==> src/hdl/cpmg_defines.svh <==
// Constants of the chip protection mode gate
//
// Summary of operation
// - Gate only debug link accesses, never firmware
// - Refused link access answered with fault acknowledge
// - Four modes: 00 blank, 01, 02, 04
// - Unlocked mode grants every resource
// - Locked mode refuses ordinary resource reads, writes
// - Locked still allows identity read, unlock command
// - Permanent lock refuses every link access
// - Stored byte: macro zero, offset 7F
// - Byte written only through row protection update
// - Stored code swaps unlocked and blank
// - Boot swaps stored 00 and 01
// - Boot copies locked, permanent lock unchanged
// - Erased zero byte boots as unlocked
// - Unlocked goes anywhere; locked only unlocked
// - Permanent lock has no exit
// - Acknowledge codes 001 ok, 010 wait, 100 fault
`ifndef CPMG_DEFINES_SVH
`define CPMG_DEFINES_SVH

// ----------------------------------------------------------------
// Live mode codes and their stored forms
// ----------------------------------------------------------------
`define CPMG_MODE_BLANK    8'h00
`define CPMG_MODE_UNLOCK   8'h01
`define CPMG_MODE_LOCK     8'h02
`define CPMG_MODE_KILL     8'h04
`define CPMG_STORE_BLANK   8'h01
`define CPMG_STORE_UNLOCK  8'h00

// ----------------------------------------------------------------
// Location of the stored protection byte
// ----------------------------------------------------------------
`define CPMG_PROT_MACRO    8'h00
`define CPMG_PROT_OFFSET   8'h7F

// ----------------------------------------------------------------
// Link acknowledge codes and packet bit counts
// ----------------------------------------------------------------
`define CPMG_ACK_OK        3'h1
`define CPMG_ACK_WAIT      3'h2
`define CPMG_ACK_FAULT     3'h4
`define CPMG_HDR_LAST      6'h07
`define CPMG_ACK_LAST      6'h03
`define CPMG_DATA_LAST     6'h20
`define CPMG_RD_END        6'h21

`endif

==> src/hdl/cpmg_pkg.sv <==
// Types of the chip protection mode gate
package cpmg_pkg;

    // ------------------------------------------------------------
    // Link engine and boot states
    // ------------------------------------------------------------
    typedef enum logic [2:0] {
        ST_IDLE, ST_HDR, ST_TRN, ST_ACK, ST_RDATA, ST_WDATA
    } cpmg_link_e;

    typedef enum logic [1:0] {
        B_REQ, B_WAIT, B_DONE
    } cpmg_boot_e;

    // Target class of the pending link access, named by the decoder
    typedef enum logic [1:0] {
        CLS_RES, CLS_ID, CLS_MODE
    } cpmg_cls_e;

    // ------------------------------------------------------------
    // Carriers and module state
    // ------------------------------------------------------------
    typedef struct packed {
        logic        apndp;
        logic        rnw;
        logic [1:0]  addr;
        logic [31:0] wdata;
    } cpmg_req_s;

    typedef struct packed {
        cpmg_link_e  st;
        logic [5:0]  cnt;
        logic [32:0] shf;
        cpmg_req_s   req;
        cpmg_cls_e   cls;
        logic        sclk_q;
        logic        dio_o;
        logic        dio_oe;
        logic [2:0]  ack;
        logic        wpar_err;
        logic        acc_req;
        logic [31:0] rbuf;
        logic        prog_req;
        logic [7:0]  prog_byte;
    } cpmg_gate_s;

    typedef struct packed {
        cpmg_boot_e  st;
        logic        rd_req;
        logic [7:0]  live;
        logic        done;
    } cpmg_boot_s;

endpackage

==> src/hdl/cpmg_boot.sv <==
// Boot-time load of the live protection mode
`timescale 1ns/1ps
`include "cpmg_defines.svh"
module cpmg_boot
    import cpmg_pkg::*;
(
    input  wire logic       core_clk,
    input  wire logic       resetn,
    output logic            sfl_rd_req,
    output logic [7:0]      sfl_rd_macro,
    output logic [7:0]      sfl_rd_offset,
    input  wire logic [7:0] sfl_rd_data,
    input  wire logic       sfl_rd_valid,
    output logic [7:0]      live_mode,
    output logic            boot_done
);
    cpmg_boot_s q_ff;
    cpmg_boot_s nxt_q;

    // ------------------------------------------------------------
    // Stored to live translation
    // ------------------------------------------------------------
    function automatic logic [7:0] to_live(input logic [7:0] s);
        logic [7:0] r;
        case (s)
            `CPMG_STORE_UNLOCK: r = `CPMG_MODE_UNLOCK;
            `CPMG_STORE_BLANK:  r = `CPMG_MODE_BLANK;
            `CPMG_MODE_LOCK:    r = `CPMG_MODE_LOCK;
            `CPMG_MODE_KILL:    r = `CPMG_MODE_KILL;
            default:            r = `CPMG_MODE_LOCK;
        endcase
        return r;
    endfunction

    // ------------------------------------------------------------
    // One read after reset; the mode then stays until next reset
    // ------------------------------------------------------------
    always_comb begin
        nxt_q = q_ff;
        nxt_q.rd_req = 1'b0;
        case (q_ff.st)
            B_REQ: begin
                nxt_q.rd_req = 1'b1;
                nxt_q.st = B_WAIT;
            end
            B_WAIT: begin
                if (sfl_rd_valid) begin
                    nxt_q.live = to_live(sfl_rd_data);
                    nxt_q.done = 1'b1;
                    nxt_q.st = B_DONE;
                end
            end
            B_DONE: begin
                nxt_q.st = B_DONE;
            end
            default: begin
                nxt_q.st = B_REQ;
            end
        endcase
    end

    always_ff @(posedge core_clk or negedge resetn) begin
        if (!resetn) begin
            q_ff <= '{st: B_REQ, rd_req: 1'b0,
                      live: `CPMG_MODE_LOCK, done: 1'b0};
        end else begin
            q_ff <= nxt_q;
        end
    end

    assign sfl_rd_req    = q_ff.rd_req;
    assign sfl_rd_macro  = `CPMG_PROT_MACRO;
    assign sfl_rd_offset = `CPMG_PROT_OFFSET;
    assign live_mode     = q_ff.live;
    assign boot_done     = q_ff.done;

    // ------------------------------------------------------------
    // Checks
    // ------------------------------------------------------------
    boot_swap_zero_a: assert property (
        @(posedge core_clk) disable iff (!resetn)
        (q_ff.st == B_WAIT && sfl_rd_valid && sfl_rd_data == 8'h00)
        |=> (live_mode == `CPMG_MODE_UNLOCK) && boot_done)
        else $error("stored zero did not boot unlocked");

    boot_swap_one_a: assert property (
        @(posedge core_clk) disable iff (!resetn)
        (q_ff.st == B_WAIT && sfl_rd_valid && sfl_rd_data == 8'h01)
        |=> live_mode == `CPMG_MODE_BLANK)
        else $error("stored one did not boot blank");

    boot_bad_code_a: assert property (
        @(posedge core_clk) disable iff (!resetn)
        (q_ff.st == B_WAIT && sfl_rd_valid &&
         !(sfl_rd_data inside {8'h00, 8'h01, 8'h02, 8'h04}))
        |=> live_mode == `CPMG_MODE_LOCK)
        else $error("undefined stored code not locked");

    boot_mode_hold_a: assert property (
        @(posedge core_clk) disable iff (!resetn)
        boot_done |=> $stable(live_mode) && boot_done)
        else $error("live mode changed after boot");
endmodule

==> src/hdl/cpmg_gate.sv <==
// Serial debug link engine gated by the chip protection mode
`timescale 1ns/1ps
`include "cpmg_defines.svh"
module cpmg_gate
    import cpmg_pkg::*;
(
    input  wire logic        core_clk,
    input  wire logic        resetn,
    input  wire logic        swd_clk_pin,
    input  wire logic        swdio_in,
    output logic             swdio_out,
    output logic             swdio_oe,
    output logic             acc_req,
    output cpmg_req_s        acc_info,
    input  wire cpmg_cls_e   acc_cls,
    input  wire logic [31:0] acc_rdata,
    input  wire logic        acc_rvalid,
    output logic             prot_prog_req,
    output logic [7:0]       prot_prog_byte,
    output logic             sfl_rd_req,
    output logic [7:0]       sfl_rd_macro,
    output logic [7:0]       sfl_rd_offset,
    input  wire logic [7:0]  sfl_rd_data,
    input  wire logic        sfl_rd_valid,
    output logic [7:0]       live_mode,
    output logic             boot_done
);
    cpmg_gate_s  q_ff;
    cpmg_gate_s  nxt_q;
    logic [1:0]  pins_s;
    logic        s_clk;
    logic        s_dio;
    logic        rise;
    logic        grant;
    logic [6:0]  hdr;
    logic [32:0] wfull;

    // ------------------------------------------------------------
    // Pin synchroniser and boot loader
    // ------------------------------------------------------------
    cpmg_sync #(.W(2)) u_sync (
        .core_clk (core_clk),
        .resetn   (resetn),
        .din      ({swd_clk_pin, swdio_in}),
        .dout     (pins_s)
    );

    cpmg_boot u_boot (
        .core_clk      (core_clk),
        .resetn        (resetn),
        .sfl_rd_req    (sfl_rd_req),
        .sfl_rd_macro  (sfl_rd_macro),
        .sfl_rd_offset (sfl_rd_offset),
        .sfl_rd_data   (sfl_rd_data),
        .sfl_rd_valid  (sfl_rd_valid),
        .live_mode     (live_mode),
        .boot_done     (boot_done)
    );

    assign s_clk = pins_s[1];
    assign s_dio = pins_s[0];
    assign rise  = s_clk && !q_ff.sclk_q;

    // ------------------------------------------------------------
    // Access policy per live mode
    // ------------------------------------------------------------
    // Firmware paths never pass through here, so only link
    // accesses can be refused.
    function automatic logic allows(input logic [7:0] m,
                                    input cpmg_cls_e  c);
        logic r;
        case (m)
            `CPMG_MODE_BLANK,
            `CPMG_MODE_UNLOCK: r = 1'b1;
            `CPMG_MODE_LOCK:   r = (c == CLS_ID) ||
                                   (c == CLS_MODE);
            default:           r = 1'b0;
        endcase
        return r;
    endfunction

    // Blank is not blocked from blank or unlocked, only discouraged for the host
    function automatic logic legal_move(input logic [7:0] cur,
                                        input logic [7:0] req);
        logic r;
        case (cur)
            `CPMG_MODE_BLANK,
            `CPMG_MODE_UNLOCK: r = req inside {`CPMG_MODE_BLANK,
                                   `CPMG_MODE_UNLOCK, `CPMG_MODE_LOCK,
                                   `CPMG_MODE_KILL};
            `CPMG_MODE_LOCK:   r = (req == `CPMG_MODE_UNLOCK);
            default:           r = 1'b0;
        endcase
        return r;
    endfunction

    // Stored form swaps the two lowest modes
    function automatic logic [7:0] to_store(input logic [7:0] m);
        logic [7:0] r;
        case (m)
            `CPMG_MODE_UNLOCK: r = `CPMG_STORE_UNLOCK;
            `CPMG_MODE_BLANK:  r = `CPMG_STORE_BLANK;
            default:           r = m;
        endcase
        return r;
    endfunction

    assign grant = boot_done && allows(live_mode, acc_cls);
    assign hdr   = {s_dio, q_ff.shf[32:27]};
    assign wfull = {s_dio, q_ff.shf[32:1]};

    // ------------------------------------------------------------
    // Link engine, stepped on each sampled rising link clock edge
    // ------------------------------------------------------------
    always_comb begin
        nxt_q = q_ff;
        nxt_q.sclk_q = s_clk;
        nxt_q.acc_req = 1'b0;
        nxt_q.prog_req = 1'b0;
        if (acc_rvalid) begin
            nxt_q.rbuf = acc_rdata;
        end
        if (rise) begin
            case (q_ff.st)
                ST_IDLE: begin
                    if (s_dio) begin
                        nxt_q.st = ST_HDR;
                        nxt_q.cnt = 6'h01;
                        nxt_q.shf = '0;
                    end
                end
                ST_HDR: begin
                    nxt_q.shf = {s_dio, q_ff.shf[32:1]};
                    nxt_q.cnt = q_ff.cnt + 6'h01;
                    if (q_ff.cnt == `CPMG_HDR_LAST) begin
                        // Bad parity, stop or park: no answer at all
                        if ((^hdr[3:0]) == hdr[4] && !hdr[5] && hdr[6]) begin
                            nxt_q.req.apndp = hdr[0];
                            nxt_q.req.rnw   = hdr[1];
                            nxt_q.req.addr  = hdr[3:2];
                            nxt_q.st = ST_TRN;
                        end else begin
                            nxt_q.st = ST_IDLE;
                        end
                    end
                end
                ST_TRN: begin
                    nxt_q.cls = acc_cls;
                    if (q_ff.wpar_err) begin
                        nxt_q.ack = `CPMG_ACK_FAULT;
                        nxt_q.wpar_err = 1'b0;
                    end else if (grant) begin
                        nxt_q.ack = `CPMG_ACK_OK;
                        nxt_q.acc_req = q_ff.req.rnw;
                    end else begin
                        nxt_q.ack = `CPMG_ACK_FAULT;
                    end
                    nxt_q.dio_o = nxt_q.ack[0];
                    nxt_q.dio_oe = 1'b1;
                    nxt_q.cnt = 6'h01;
                    nxt_q.st = ST_ACK;
                end
                ST_ACK: begin
                    nxt_q.cnt = q_ff.cnt + 6'h01;
                    if (q_ff.cnt != `CPMG_ACK_LAST) begin
                        nxt_q.dio_o = q_ff.ack[q_ff.cnt[1:0]];
                    end else if (q_ff.ack != `CPMG_ACK_OK) begin
                        nxt_q.dio_oe = 1'b0;
                        nxt_q.st = ST_IDLE;
                    end else if (q_ff.req.rnw) begin
                        nxt_q.dio_o = q_ff.rbuf[0];
                        nxt_q.cnt = 6'h01;
                        nxt_q.st = ST_RDATA;
                    end else begin
                        nxt_q.dio_oe = 1'b0;
                        nxt_q.cnt = 6'h00;
                        nxt_q.st = ST_WDATA;
                    end
                end
                ST_RDATA: begin
                    nxt_q.cnt = q_ff.cnt + 6'h01;
                    if (q_ff.cnt < `CPMG_DATA_LAST) begin
                        nxt_q.dio_o = q_ff.rbuf[q_ff.cnt[4:0]];
                    end else if (q_ff.cnt == `CPMG_DATA_LAST) begin
                        nxt_q.dio_o = ^q_ff.rbuf;
                    end else begin
                        nxt_q.dio_oe = 1'b0;
                        nxt_q.st = ST_IDLE;
                    end
                end
                ST_WDATA: begin
                    nxt_q.shf = wfull;
                    nxt_q.cnt = q_ff.cnt + 6'h01;
                    if (q_ff.cnt == `CPMG_RD_END) begin
                        nxt_q.st = ST_IDLE;
                        if (^wfull) begin
                            // Reported as fault in the next packet
                            nxt_q.wpar_err = 1'b1;
                        end else if (q_ff.cls == CLS_MODE) begin
                            // Goes to flash with the row update only
                            if (legal_move(live_mode, wfull[7:0])) begin
                                nxt_q.prog_req = 1'b1;
                                nxt_q.prog_byte = to_store(wfull[7:0]);
                            end
                        end else begin
                            nxt_q.req.wdata = wfull[31:0];
                            nxt_q.acc_req = 1'b1;
                        end
                    end
                end
                default: begin
                    nxt_q.dio_oe = 1'b0;
                    nxt_q.st = ST_IDLE;
                end
            endcase
        end
    end

    always_ff @(posedge core_clk or negedge resetn) begin
        if (!resetn) begin
            q_ff <= '0;
        end else begin
            q_ff <= nxt_q;
        end
    end

    // ------------------------------------------------------------
    // Outputs
    // ------------------------------------------------------------
    // The live mode is only read here, so a new stored byte waits
    // for the next reset before it changes any decision.
    assign swdio_out      = q_ff.dio_o;
    assign swdio_oe       = q_ff.dio_oe;
    assign acc_req        = q_ff.acc_req;
    assign acc_info       = q_ff.req;
    assign prot_prog_req  = q_ff.prog_req;
    assign prot_prog_byte = q_ff.prog_byte;

    // ------------------------------------------------------------
    // Checks
    // ------------------------------------------------------------
    kill_all_fault_a: assert property (
        @(posedge core_clk) disable iff (!resetn)
        (rise && q_ff.st == ST_TRN && live_mode == `CPMG_MODE_KILL)
        |=> q_ff.ack == `CPMG_ACK_FAULT && !q_ff.acc_req)
        else $error("permanent lock granted a link access");

    lock_res_fault_a: assert property (
        @(posedge core_clk) disable iff (!resetn)
        (rise && q_ff.st == ST_TRN && live_mode == `CPMG_MODE_LOCK &&
         acc_cls == CLS_RES)
        |=> q_ff.ack == `CPMG_ACK_FAULT)
        else $error("locked mode granted a resource access");

    lock_id_ok_a: assert property (
        @(posedge core_clk) disable iff (!resetn)
        (rise && q_ff.st == ST_TRN && boot_done && !q_ff.wpar_err &&
         live_mode == `CPMG_MODE_LOCK && acc_cls != CLS_RES)
        |=> q_ff.ack == `CPMG_ACK_OK)
        else $error("locked mode refused identity or unlock");

    unlock_ok_a: assert property (
        @(posedge core_clk) disable iff (!resetn)
        (rise && q_ff.st == ST_TRN && boot_done && !q_ff.wpar_err &&
         live_mode == `CPMG_MODE_UNLOCK)
        |=> q_ff.ack == `CPMG_ACK_OK ##1 q_ff.dio_oe)
        else $error("unlocked mode refused an access");

    fault_no_data_a: assert property (
        @(posedge core_clk) disable iff (!resetn)
        (rise && q_ff.st == ST_ACK && q_ff.cnt == `CPMG_ACK_LAST &&
         q_ff.ack == `CPMG_ACK_FAULT)
        |=> (q_ff.st == ST_IDLE && !q_ff.dio_oe)[*2])
        else $error("refused packet entered a data phase");

    ack_code_a: assert property (
        @(posedge core_clk) disable iff (!resetn)
        q_ff.st == ST_ACK
        |-> q_ff.dio_oe &&
            (q_ff.ack == `CPMG_ACK_OK || q_ff.ack == `CPMG_ACK_FAULT))
        else $error("acknowledge not driven with a valid code");

    wpar_fault_a: assert property (
        @(posedge core_clk) disable iff (!resetn)
        (rise && q_ff.st == ST_TRN && q_ff.wpar_err)
        |=> q_ff.ack == `CPMG_ACK_FAULT && !q_ff.wpar_err && !q_ff.acc_req)
        else $error("write parity error not reported as fault");

    kill_no_exit_a: assert property (
        @(posedge core_clk) disable iff (!resetn)
        q_ff.prog_req |-> $past(live_mode) != `CPMG_MODE_KILL)
        else $error("mode change issued from permanent lock");

    lock_to_unlock_a: assert property (
        @(posedge core_clk) disable iff (!resetn)
        (q_ff.prog_req && live_mode == `CPMG_MODE_LOCK)
        |-> q_ff.prog_byte == `CPMG_STORE_UNLOCK)
        else $error("locked mode moved somewhere but unlocked");

    rd_only_granted_a: assert property (
        @(posedge core_clk) disable iff (!resetn)
        (q_ff.acc_req && q_ff.req.rnw) |-> allows(live_mode, q_ff.cls))
        else $error("read issued to a refused resource");
endmodule

==> src/hdl/cpmg_sync.sv <==
// Two flip-flop synchroniser for pin levels
`timescale 1ns/1ps
module cpmg_sync #(
    parameter int W = 1
) (
    input  wire logic         core_clk,
    input  wire logic         resetn,
    input  wire logic [W-1:0] din,
    output logic      [W-1:0] dout
);
    logic [1:0][W-1:0] q_ff;
    logic [1:0][W-1:0] nxt_q;

    // First stage feeds only the second stage
    always_comb begin
        nxt_q = {q_ff[0], din};
    end

    always_ff @(posedge core_clk or negedge resetn) begin
        if (!resetn) begin
            q_ff <= '0;
        end else begin
            q_ff <= nxt_q;
        end
    end

    assign dout = q_ff[1];
endmodule

==> config.mk <==
export PLATFORM = sky130hd
export DESIGN_NAME = cpmg_gate
export DESIGN_NICKNAME = d
export VERILOG_FILES = /design/src/hdl/cpmg_pkg.sv /design/src/hdl/cpmg_boot.sv /design/src/hdl/cpmg_gate.sv /design/src/hdl/cpmg_sync.sv
export VERILOG_INCLUDE_DIRS = /design/src /design/src/hdl
export SDC_FILE = /design/constraint.sdc
export NUM_CORES = 1
export LEC_CHECK = 0
export BUFFER_PORTS_ARGS = -buffer_cell sky130_fd_sc_hd__buf_2
export CAP_MARGIN = 20
export CELL_PAD_IN_SITES_DETAIL_PLACEMENT = 2
export CELL_PAD_IN_SITES_GLOBAL_PLACEMENT = 2
export CORE_ASPECT_RATIO = 1.75
export CORE_UTILIZATION = 34
export CTS_CLUSTER_DIAMETER = 30
export DETAILED_ROUTE_END_ITERATION = 16
export PLACE_DENSITY = 0.83
export SLEW_MARGIN = 30
export SYNTH_ARGS = -nofsm -noshare
export SYNTH_HDL_FRONTEND = slang
export SYNTH_SLANG_ARGS = --single-unit
==> constraint.sdc <==
create_clock -name core_clk -period 2.5 [get_ports core_clk]
set_clock_uncertainty 0.05 [all_clocks]
set_input_delay 0.125 -clock core_clk [delete_from_list [all_inputs] [get_ports core_clk]]
set_output_delay 0.125 -clock core_clk [all_outputs]
set_load 0.02 [all_outputs]
Word-level counts from Yosys, hierarchy flattened --
Cells that the tools add are included.
Operators by class: add/subtract/negate cells 1, magnitude comparators 3, eq/ne operators 35, multiplexer cells 57, bitwise operators 3, reductions and logical operators 35
Operators with widths (number):
- one-hot mux 33 bit (2 select lines) | 1
- 2-to-1 mux 9 bit | 7
- 2-to-1 mux 42 bit | 1
- parity 33 bit | 1
- parity 32 bit | 1
- equality test 8 x 1 -> 1 bit, second input constant | 3
- logical NOT 8 bit | 3
- 2-to-1 mux 1 bit | 24
- one-hot mux 6 bit (4 select lines) | 1
- 2-to-1 mux 3 bit | 7
- one-hot mux 3 bit (6 select lines) | 1
- equality test 8 x 2 -> 1 bit, second input constant | 2
- equality test 8 x 3 -> 1 bit, second input constant | 2
- one-hot mux 8 bit (2 select lines) | 1
- != test 2 bit, second input constant | 7
- equality test 6 bit, second input constant | 2
- != test 3 bit, second input constant | 4
- AND reduction 6 bit | 2
- AND reduction 5 bit | 2
- one-hot mux 3 bit (3 select lines) | 1
- AND reduction 4 bit | 2
- nonzero test 4 bit | 2
- 2-to-1 mux 7 bit | 1
- AND reduction 7 bit | 1
- 36 further kinds | 55
Storage, ports and cells: register bits 145, input port bits 48, output and inout bits 74, logic and storage cells 157

Logic depth before layout (Yosys ltp) --
Gate-level depths: netlist of run 1.
word-level depth 14, depth in mapped cells 10, depth with buffers taken out 9

Modules after synthesis --
From an unflattened synthesis of run 1, not the netlist that was laid out.
Second synthesis, totals: cell total of the unflattened synthesis 602, area, all modules 7130.6 µm²
By module, submodules not included:
- cpmg_gate | times used 1, cells each 545, area each 6505.0 µm², seq. area each 3178.0 µm²
- cpmg_boot | times used 1, cells each 53, area each 525.5 µm², seq. area each 176.4 µm²
- cpmg_sync | times used 1, cells each 4, area each 100.1 µm², seq. area each 100.1 µm²

Least setup slack after synthesis of run 1 --
OpenSTA, ideal clock, no wires.
kind reg2reg, start point reg q_ff[120] (netlist bit), end point reg q_ff (netlist bit swdio_out), setup time 0.121 ns, data arrival time 2.238 ns, data required time 2.329 ns, slack 0.091 ns, stages on the path, launching flop included 7, clock period less this slack 2.409 ns, cells stage by stage dfrtp_1 > buf_4 > mux4_2 > mux4_2 > mux2_2 > o2111a_1 > a22o_1
Between the ends: longest elaborated chain between the ends 4, elaborated cells on any way between the ends 14, those cells by class 1 x order compare; 5 x eq/ne; 7 x mux; 1 x reduce/logical
Ends and longest elaborated chain:
- from (decl) | RTL line cpmg_gate.sv:28 | cpmg_gate_s q_ff;
- from (signal assigned) | RTL line cpmg_gate.sv:223 | q_ff <= nxt_q;
- binary-select mux 1 bit (select 5 bit) or binary-select mux 1 bit (select 2 bit) (tied branches) | RTL line cpmg_gate.sv:183, cpmg_gate.sv:166
- 2-to-1 mux 1 bit (on tied branches) | RTL line cpmg_gate.sv:183, cpmg_gate.sv:166
- 2-to-1 mux 1 bit (on tied branches) | RTL line cpmg_gate.sv:182, cpmg_gate.sv:165
- one-hot mux 1 bit (3 select lines) | RTL line cpmg_gate.sv:124 | case (q_ff.st)
Parallel ways exist; a longest one is shown, timed or not. The select of a mux whose other input is x is not followed. A chain may end at the register's enable or synchronous reset.

Worst setup path in the final report of run 1 --
start point reg q_ff[91] (netlist bit), end point reg q_ff (netlist bit acc_info[29])
Between the ends: longest elaborated chain between the ends 3
Ends and longest elaborated chain:
- parity 33 bit | RTL line cpmg_gate.sv:196 | if (^wfull) begin
- inverter 1 bit (no line)
- AND reduction 5 bit (no line)
Every way passes these cells.

==> results of run 1 <==
metrics by stage:
stage | power, mW | util | cells
2_1_floorplan | 4.02 | - | 601
3_3_place_gp | 4.54 | 0.374 | 891
3_5_place_dp | 4.65 | 0.374 | 891
4_1_cts | 7.33 | 0.427 | 964
5_1_grt | 7.77 | 0.436 | 969
6_report | 7.37 | 0.436 | 969
final cells by class:
| class | instances | share of cell area |
|---|---|---|
| Timing Repair Buffer | 177 | 0.142 |
| Inverter | 21 | 0.00895 |
| Clock inverter | 13 | 0.0158 |
| Clock buffer | 19 | 0.0514 |
| Multi-Input combinational cell | 353 | 0.354 |
| Sequential cell | 138 | 0.392 |
| Tap cell | 248 | 0.0352 |
registers in the layout (all words and copies together), names as in the netlist:
name	count
u_boot.q_ff	2
prot_prog_byte	8
u_sync.dout	2
u_boot.sfl_rd_req	1
u_sync.nxt_q	2
acc_info	36
acc_req	1
swdio_oe	1
u_boot.live_mode	3
u_boot.boot_done	1
hdr	6
swdio_out	1
q_ff	73
prot_prog_req	1
metal layers:
layer | vias up | share of wire
met5 | - | 0
met4 | 0 | 0.025
met3 | 32 | 0.028
met2 | 112 | 0.61
met1 | 2501 | 0.34
li1 | 2188 | -
worst paths after layout:
path,from,end,slack [ps],cells past startpoint
worst max register to register,q_ff[91],acc_info[29],-10,10
worst min register to register,u_sync.nxt_q[2],u_sync.dout[0],300,0
worst max-delay path,q_ff[91],acc_info[29],-10,10
worst min-delay path,sfl_rd_valid,u_boot.boot_done,30,3
min in group asynchronous,resetn,q_ff[110],180,2
max in group asynchronous,resetn,q_ff[122],1470,3
critical path, cell delays in order, from the launching register on:
cell     delay, ps
dfrtp_1        400
inv_2           90
ha_4           210
xnor2_1        140
xnor2_1        240
xnor2_1        130
xnor2_1        260
xnor2_2        190
nand3_4        170
buf_12         200
mux2_2         290
power groups by stage:
stage | Clock, mW | Sequential, mW | Combinational [mW]
floorplan | 0 | 2.67 | 1.36
global placement | 0 | 2.75 | 1.79
detailed placement | 0 | 2.77 | 1.88
CTS | 2.60 | 2.74 | 1.98
global route | 2.71 | 2.79 | 2.27
finish | 2.55 | 2.75 | 2.07
synth_stat cells, drive strengths merged (3+ instances only):
cell type / instances / share of area
dfrtp: 137 / 0.49
buf: 77 / 0.079
mux2: 72 / 0.12
xnor2: 56 / 0.071
nand2: 35 / 0.019
a22o: 33 / 0.041
inv: 20 / 0.011
nor2: 15 / 0.0081
o21ai: 13 / 0.0093
clkbuf: 12 / 0.0064
ha: 12 / 0.021
a21oi: 10 / 0.0072
mux2i: 10 / 0.014
mux4: 10 / 0.032
nor3: 8 / 0.0064
xor2: 8 / 0.010
nand3: 7 / 0.0057
nor2b: 5 / 0.0045
nand2b: 4 / 0.0036
nand4: 3 / 0.0036
repair_timing:
action,4_1_cts,5_1_grt
endpoints found under the setup margin,44,51
gates cloned,0,1
endpoints found under the hold margin,95,0
hold buffers,40,0
pin swaps,3,13
resized for setup,11,28
setup buffers,1,4
logic make-up (layout without fill, tap and decap cells):
kind of cell    Yosys count  after routing  share of synthesized area
compound gates           77             77                     0.0820
simple gates             87             87                     0.0609
mux                      92             92                      0.163
buf+inv                 110            230                     0.0967
fa+ha+maj                12             12                     0.0215
flops                   138            138                      0.494
other cells               2             21                    0.00107
xor+xnor                 64             64                     0.0813
==> results.sh, run 1 <==
export IMPL_start_util=0.346
export IMPL_ant_nets=0
export IMPL_numCtsBuffers=17
export IMPL_critical_path_required_ps=2740
export IMPL_io_buffers=100
export IMPL_ys_warnings_count=0
export IMPL_clkSinkCount=138
export IMPL_relSlewSlack=0.527
export IMPL_holdWs_ps=31.8
export IMPL_layout_common_cells="dfrtp_1 (136), buf_2 (99), mux2_2 (63), xnor2_1 (49), dlygate4sd3_1 (40)"
export IMPL_tritoncts="built"
export IMPL_startpoint_type="register"
export IMPL_dp_hpwl_um=13300
export IMPL_clock_fmax_mhz=398
export IMPL_n_antenna_cell=0
export IMPL_first_pass_iters=4
export IMPL_gp_congestion=0.814
export IMPL_place_ws_ps=-240
export IMPL_syn_to_final_growth_pct=26.0
export IMPL_p_sw_frac=0.325
export IMPL_grt_max_degree=61
export IMPL_setup_viol=5
export IMPL_ir_drop_uv=460
export IMPL_synthCells=582
export IMPL_num_rows=69
export IMPL_cp_end_kind="register"
export IMPL_avgSynthCellArea_um2=12.0
export IMPL_power_density_nw_per_um2=837
export IMPL_grt_use_total=0.200
export IMPL_wl_per_cell_um=21.0
export IMPL_grt_setup_unrepaired="yes"
export IMPL_internal_power_mw=4.98
export IMPL_clockPowerShare=0.346
export IMPL_drive_above_1_share=0.391
export IMPL_multi_input_area_um2=3120
export IMPL_coreArea_um2=20200
export IMPL_finalSetupTns_ps=-34.8
export IMPL_die_w_um=110
export IMPL_synth_seq_cells=138
export IMPL_pwr_share_comb=0.280
export IMPL_route_detailed_drc=0
export IMPL_fp_dieH_um=192
export IMPL_async_flop_share=1.00
export IMPL_tightest_slew_ps=710
export IMPL_fill_cells=2055
export IMPL_cts_path_max_buffers=2
export IMPL_switchingPower_mw=2.40
export IMPL_h_tree_depth=4
export IMPL_drtIter0Drc=138
export IMPL_final_hold_viol_count=0
export IMPL_maxCapViolations=0
export IMPL_busiest_layer="met2"
export IMPL_drv_slew=0
export IMPL_grt_pass1_vias=5680
export IMPL_final_area_um2=8810
export IMPL_met2_usage=0.400
export IMPL_num_nets_final=768
export IMPL_regArea_um2=3460
export IMPL_grt_util_met3=0.0353
export IMPL_cts_root_buf="clkbuf_16"
export IMPL_grt_use_met1=0.193
export IMPL_synth_distinct_cells=55
export IMPL_post_dp_cell_area_um2=7550
export IMPL_p_leak_nw=4.15
export IMPL_dieArea_um2=21200
export IMPL_io_pins=122
export IMPL_yosysSeqAreaShare=0.494
export IMPL_hp_class="input pin to register"
export IMPL_synth_ff_type="dfrtp_1"
export IMPL_vias=4833
export IMPL_path_max_fanout=17
export IMPL_synth_area_um2=6990
export IMPL_overflow=0
export IMPL_worstPathArrival_ps=2750
export IMPL_grt_pass1_wl_um=31100
export IMPL_synth_edff_count=0
export IMPL_insertion_delay_ps=430
export IMPL_period_share=1.00
export IMPL_viasPerCell=4.99
export IMPL_finalWorstSetupSlack_ps=-12.3
export IMPL_critPathKind="register to register"
export IMPL_path_clk_slew_ps=60
export IMPL_antenna_found_initial=0
export IMPL_failed_checks="negative setup slack"
export IMPL_final_common_cell="dfrtp_1"
export IMPL_status="finished, violations left"
export IMPL_pwr_share_seq=0.374
export IMPL_period_minus_slack_ps=2510
export IMPL_drt_total_wl_um=20400
Power figures use the tool's default switching activity.
==> inputs of run 2 (changes only) <==
Settings changed: CELL_PAD_IN_SITES_DETAIL_PLACEMENT 2 to unset, CELL_PAD_IN_SITES_GLOBAL_PLACEMENT 2 to unset, CORE_UTILIZATION 34 to 51.
==> results.sh, run 2 (synthesis results as in run 1) <==
export IMPL_fp_dieH_um=157
export IMPL_dieArea_um2=14200
export IMPL_power_density_nw_per_um2=843
export IMPL_worst_r2r_setup_slack_ps=10
export IMPL_finalSetupTns_ps=0
export IMPL_crit_top_cell="xnor2_1"
export IMPL_grt_util_met3=0.0413
export IMPL_cpPeakStageDelay_ps=400
export IMPL_period_minus_slack_ps=2490
export IMPL_relSlewSlack=0.531
export IMPL_n_antenna_cell=0
export IMPL_grt_use_total=0.230
export IMPL_io_buffers=100
export IMPL_path_depth=10
export IMPL_worstPathArrival_ps=2740
export IMPL_wl_per_cell_um=18.1
export IMPL_clock_fmax_mhz=402
export IMPL_path_buf_inv=2
export IMPL_critPathKind="register to register"
export IMPL_insertion_delay_ps=420
export IMPL_cp_end_kind="register"
export IMPL_worst_r2r_cell_count=10
export IMPL_path_clk_slew_ps=60
export IMPL_gp_congestion=0.891
export IMPL_numCtsBuffers=17
export IMPL_drt_total_wl_um=16200
export IMPL_final_common_cell="dfrtp_1"
export IMPL_period_share=0.995
export IMPL_path_max_fanout=14
export IMPL_critical_path_required_ps=2750
export IMPL_met2_usage=0.446
export IMPL_grt_max_degree=67
export IMPL_setup_viol=0
export IMPL_crit_path_top_delay_cell="dfrtp_1"
export IMPL_viasPerCell=5.43
export IMPL_ir_drop_uv=624
export IMPL_drv_slew=0
export IMPL_route_detailed_drc=0
export IMPL_tightest_slew_ps=703
export IMPL_antenna_found_initial=0
export IMPL_critPathTopFamily="XOR/XNOR gates"
export IMPL_ant_nets=0
export IMPL_p_leak_nw=4.18
export IMPL_tritoncts="built"
export IMPL_grt_pass1_wl_um=25200
export IMPL_grt_use_met1=0.232
export IMPL_first_pass_iters=5
export IMPL_num_rows=56
export IMPL_cts_root_buf="clkbuf_16"
export IMPL_r2r_start="q_ff[88]"
export IMPL_syn_to_final_growth_pct=25.3
export IMPL_die_w_um=90.5
export IMPL_worstPathCellList="inv_2 > ha_4 > xnor2_2 > xnor2_1 > xnor2_1 > xnor2_1 > xnor2_2 > nand3_4 > buf_12 > mux2_4"
export IMPL_num_nets_final=767
export IMPL_finalPower_mw=7.38
export IMPL_dp_hpwl_um=10300
export IMPL_final_hold_viol_count=0
export IMPL_crit_end="acc_info[22]"
export IMPL_largest_register_ffs=73
export IMPL_top_register="q_ff"
export IMPL_hp_class="input pin to register"
export IMPL_drive_above_1_share=0.382
export IMPL_overflow=0
export IMPL_clkSinkCount=138
export IMPL_crit_start="q_ff[88]"
export IMPL_status="completed"
export IMPL_cts_path_max_buffers=2
export IMPL_layout_common_cells="dfrtp_1 (135), buf_2 (99), mux2_2 (63), xnor2_1 (50), dlygate4sd3_1 (41)"
export IMPL_vias=4851
export IMPL_io_pins=122
export IMPL_final_core_util=0.654
export IMPL_grt_pass1_vias=5028
export IMPL_start_util=0.522
export IMPL_coreArea_um2=13400
export IMPL_grt_setup_unrepaired="yes"
export IMPL_rr_endpoint="acc_info[22]"
export IMPL_startpoint_type="register"
export IMPL_busiest_layer="met2"
export IMPL_drtIter0Drc=380
export IMPL_maxCapViolations=0
export IMPL_h_tree_depth=4
-- run 2: worst min-delay path by stage --
stage	slack, ps	from	cells after the start	end
3_3_place_gp	100	resetn	1	acc_info[21]
2_1_floorplan	-220	resetn	0	acc_info[0]
4_1_cts	80	sfl_rd_data[3]	5	u_boot.live_mode[1]
3_5_place_dp	110	resetn	1	acc_info[21]
5_1_grt	130	sfl_rd_data[3]	5	u_boot.live_mode[1]
6_report	100	sfl_rd_data[3]	6	u_boot.live_mode[2]
-- run 2: what timing repair did --
item	in CTS	in global routing
pin swaps	1	11
hold buffers	41	0
resized for setup	3	29
endpoints found under the setup margin	3	48
setup buffers	0	4
hold endpoints to repair	103	0
gates cloned	0	3
-- run 2: layer usage --
metal / routed length (µm) / up-vias
met5: 0 / -
li1: - / 2188
met4: 456 / 0
met2: 9500 / 190
met3: 659 / 43
met1: 5580 / 2430
-- run 2: power breakdown --
group	switching, mW	internal (mW)
registers	0.280	2.46
logic	0.975	1.00
clock network	0.958	1.71
total	2.21	5.17
-- run 2: layout make-up --
class / instances / area (µm²)
clock buffers: 20 / 447
clock inverters: 12 / 186
fillers: 963 / 4620
inverters: 21 / 78.8
multi-input cells: 353 / 3090
flip-flops and latches: 138 / 3460
well taps: 174 / 218
repair buffers: 176 / 1280
-- run 2: through the flow --
| stage | hold slack (ps) | cell area (µm²) | setup slack, ps | cells |
|---|---|---|---|---|
| finish | 95.5 | 8760 | 13.6 | 894 |
| global placement | 100 | 7450 | 66.1 | 814 |
| detailed placement | 108 | 7450 | 13.0 | 814 |
| global route | 126 | 8760 | -88.8 | 894 |
| CTS | 84.3 | 8530 | 25.9 | 887 |
| floorplan | -221 | 7060 | 90.9 | 601 |
-- run 2: worst reg2reg max path: stages (launching register included) --
cell and delay, ps:
dfrtp_1 400, inv_2 120, ha_4 230, xnor2_2 140
xnor2_1 140, xnor2_1 150, xnor2_1 290, xnor2_2 200
nand3_4 180, buf_12 200, mux2_4 300
==> inputs of run 3 (changes only) <==
Settings changed: ABC_AREA set to 1, CORE_UTILIZATION 51 to 52.
==> results.sh, run 3 <==
export IMPL_status="completed"
export IMPL_n_antenna_cell=0
export IMPL_worst_r2r_cell_count=13
export IMPL_num_rows=59
export IMPL_tritoncts="built"
export IMPL_hold_path_startpoint="sfl_rd_valid"
export IMPL_clockPowerShare=0.324
export IMPL_cts_root_buf="clkbuf_16"
export IMPL_die_w_um=95.0
export IMPL_grt_pass1_wl_um=30600
export IMPL_worst_r2r_setup_slack_ps=30
export IMPL_ant_nets=0
export IMPL_power_density_nw_per_um2=804
export IMPL_multi_input_area_um2=3570
export IMPL_hold_path_end="u_boot.q_ff[10]"
export IMPL_final_common_cell="nand2_1"
export IMPL_io_pins=122
export IMPL_synth_area_leaders="dfrtp_1 (44%), nand2_1 (17%), buf_4 (6.6%), inv_1 (5.2%), o21ai_0 (3.9%)"
export IMPL_path_clk_slew_ps=60
export IMPL_path_max_fanout=19
export IMPL_grt_pass1_vias=6919
export IMPL_fill_cells=1263
export IMPL_yosysSeqAreaShare=0.439
export IMPL_numCtsBuffers=17
export IMPL_whs_path_depth=4
export IMPL_synth_distinct_cells=43
export IMPL_regArea_um2=3450
export IMPL_dp_hpwl_um=12500
export IMPL_final_core_util=0.631
export IMPL_wl_per_cell_um=14.3
export IMPL_antenna_found_initial=0
export IMPL_synth_seq_cells=138
export IMPL_period_minus_slack_ps=2470
export IMPL_hp_class="input pin to register"
export IMPL_synthCells=1019
export IMPL_ys_warnings_count=0
export IMPL_critPathKind="register to register"
export IMPL_final_hold_viol_count=0
export IMPL_post_dp_cell_area_um2=8160
export IMPL_p_leak_nw=4.86
export IMPL_synth_edff_count=0
export IMPL_syn_to_final_growth_pct=19.0
export IMPL_viasPerCell=5.34
export IMPL_startpoint_type="register"
export IMPL_period_share=0.989
export IMPL_final_area_um2=9360
export IMPL_synth_ff_type="dfrtp_1"
export IMPL_top_register="q_ff"
export IMPL_gp_congestion=0.905
export IMPL_place_ws_ps=-101
export IMPL_maxCapViolations=0
export IMPL_clock_fmax_mhz=404
export IMPL_yosys_top_cells_count="nand2_1 (357), dfrtp_1 (137), inv_1 (108)"
export IMPL_cp_end_kind="register"
export IMPL_grt_use_total=0.249
export IMPL_num_nets_final=1187
export IMPL_async_flop_share=1.00
export IMPL_overflow=0
export IMPL_layout_common_cells="nand2_1 (357), dfrtp_1 (137), inv_1 (105), buf_2 (99), o21ai_0 (62)"
export IMPL_drt_total_wl_um=18900
export IMPL_rr_endpoint="acc_req"
export IMPL_finalPower_mw=7.53
export IMPL_finalWorstSetupSlack_ps=26.9
export IMPL_largest_register_ffs=73
export IMPL_pwr_share_seq=0.351
export IMPL_relSlewSlack=0.415
export IMPL_route_detailed_drc=0
export IMPL_ir_drop_uv=615
export IMPL_clkSinkCount=138
export IMPL_p_sw_frac=0.382
export IMPL_r2r_start="q_ff[90]"
export IMPL_drv_slew=0
export IMPL_cts_path_max_buffers=2
export IMPL_vias=7066
export IMPL_first_pass_iters=5
export IMPL_dieArea_um2=15600
export IMPL_worstPathArrival_ps=2750
export IMPL_internal_power_mw=4.65
export IMPL_drtIter0Drc=318
export IMPL_drive_above_1_share=0.167
export IMPL_synth_most_common_cell="nand2_1"
export IMPL_h_tree_depth=4
export IMPL_critical_path_required_ps=2780
export IMPL_synth_area_um2=7870
export IMPL_yosysTopAreaCell="dfrtp_1"
export IMPL_grt_max_degree=74
export IMPL_setup_viol=0
export IMPL_pwr_share_comb=0.325
export IMPL_coreArea_um2=14800
export IMPL_start_util=0.530
export IMPL_io_buffers=100
export IMPL_tightest_slew_ps=873
export IMPL_insertion_delay_ps=420
export IMPL_avgSynthCellArea_um2=7.72
export IMPL_fp_dieH_um=165
export IMPL_synth_top_cell_area_share=0.436
export IMPL_switchingPower_mw=2.88
[run 3: changes by cell type after synthesis, moves of 33 or more]
cell | before | now
o22ai_1 | 0 | 33
nand2_1 | 35 | 357
o21ai_0 | 12 | 62
mux2_2 | 64 | 3
inv_1 | 20 | 108
nand4_1 | 2 | 36
a22o_1 | 33 | 0
[run 3: worst max path at each step]
stage	endpoint	start	depth (start not counted)
6_report	acc_req	q_ff[90]	13
3_5_place_dp	acc_info[4]	q_ff[90]	13
4_1_cts	prot_prog_byte[1]	q_ff[94]	14
3_3_place_gp	acc_info[7]	q_ff[88]	13
2_1_floorplan	prot_prog_byte[5]	q_ff[94]	15
5_1_grt	acc_info[26]	q_ff[91]	13
[run 3: cell type report]
type / count / area share
Multi-Input combinational cell: 696 / 0.382
Inverter: 109 / 0.0437
Clock buffer: 18 / 0.0469
Sequential cell: 138 / 0.369
Clock inverter: 14 / 0.0138
Timing Repair Buffer: 165 / 0.120
Tap cell: 183 / 0.0245
[run 3: power groups by stage]
stage / logic, mW / clock network, mW / registers, mW
floorplan: 1.54 / 0 / 2.64
global placement: 2.02 / 0 / 2.67
detailed placement: 2.08 / 0 / 2.68
CTS: 2.18 / 2.47 / 2.64
global route: 2.72 / 2.57 / 2.68
finish: 2.44 / 2.44 / 2.65
[run 3: cell families after synthesis]
| kind of cell | count (synthesis) | synth area share |
|---|---|---|
| xor+xnor | 37 | 0.0431 |
| fa+ha+maj | 12 | 0.0191 |
| mux | 3 | 0.00429 |
| buf+inv | 208 | 0.136 |
| simple gates | 480 | 0.255 |
| other cells | 2 | 0.000955 |
| flops | 138 | 0.439 |
| compound gates | 139 | 0.102 |
[run 3: what timing repair did]
action                     CTS  global route
cloned                       1             3
setup endpoints to repair   40            41
pin swaps                    1             5
hold buffers                43             0
buffers inserted             0             5
hold endpoints to repair   109             0
resized for setup            3            16
[run 3: worst max-delay path, cell delays in order, from the launching register on]
cell and delay, ps:
dfrtp_1 410, inv_1 100, ha_1 370, xnor2_2 230, xor2_1 180, nand2_1 70, nand2_1 80, nand3_1 90
nand2_1 120, nand2_4 110, nand2_8 170, buf_12 170, nand2_1 50, a21oi_1 190
[run 3: per-stage QoR]
step                      setup TNS, ps  instances  hold WS (ps)
after floorplan                       0       1038          -221
after global placement                0       1239           140
after detailed placement          -2200       1239           145
after CTS                         -77.3       1315          1.59
after global routing               -510       1323          55.9
final                                 0       1323          3.66
[run 3: routing by layer]
metal  wire (µm)  global-route usage  up-vias  part of all wire
li1            -                   -     3419                 -
met1        6750               0.260     3347              0.36
met2       10700               0.466      243              0.56
met3         764              0.0419       57             0.040
met4         766               0.127        0             0.040
met5           0                   0        -                 0
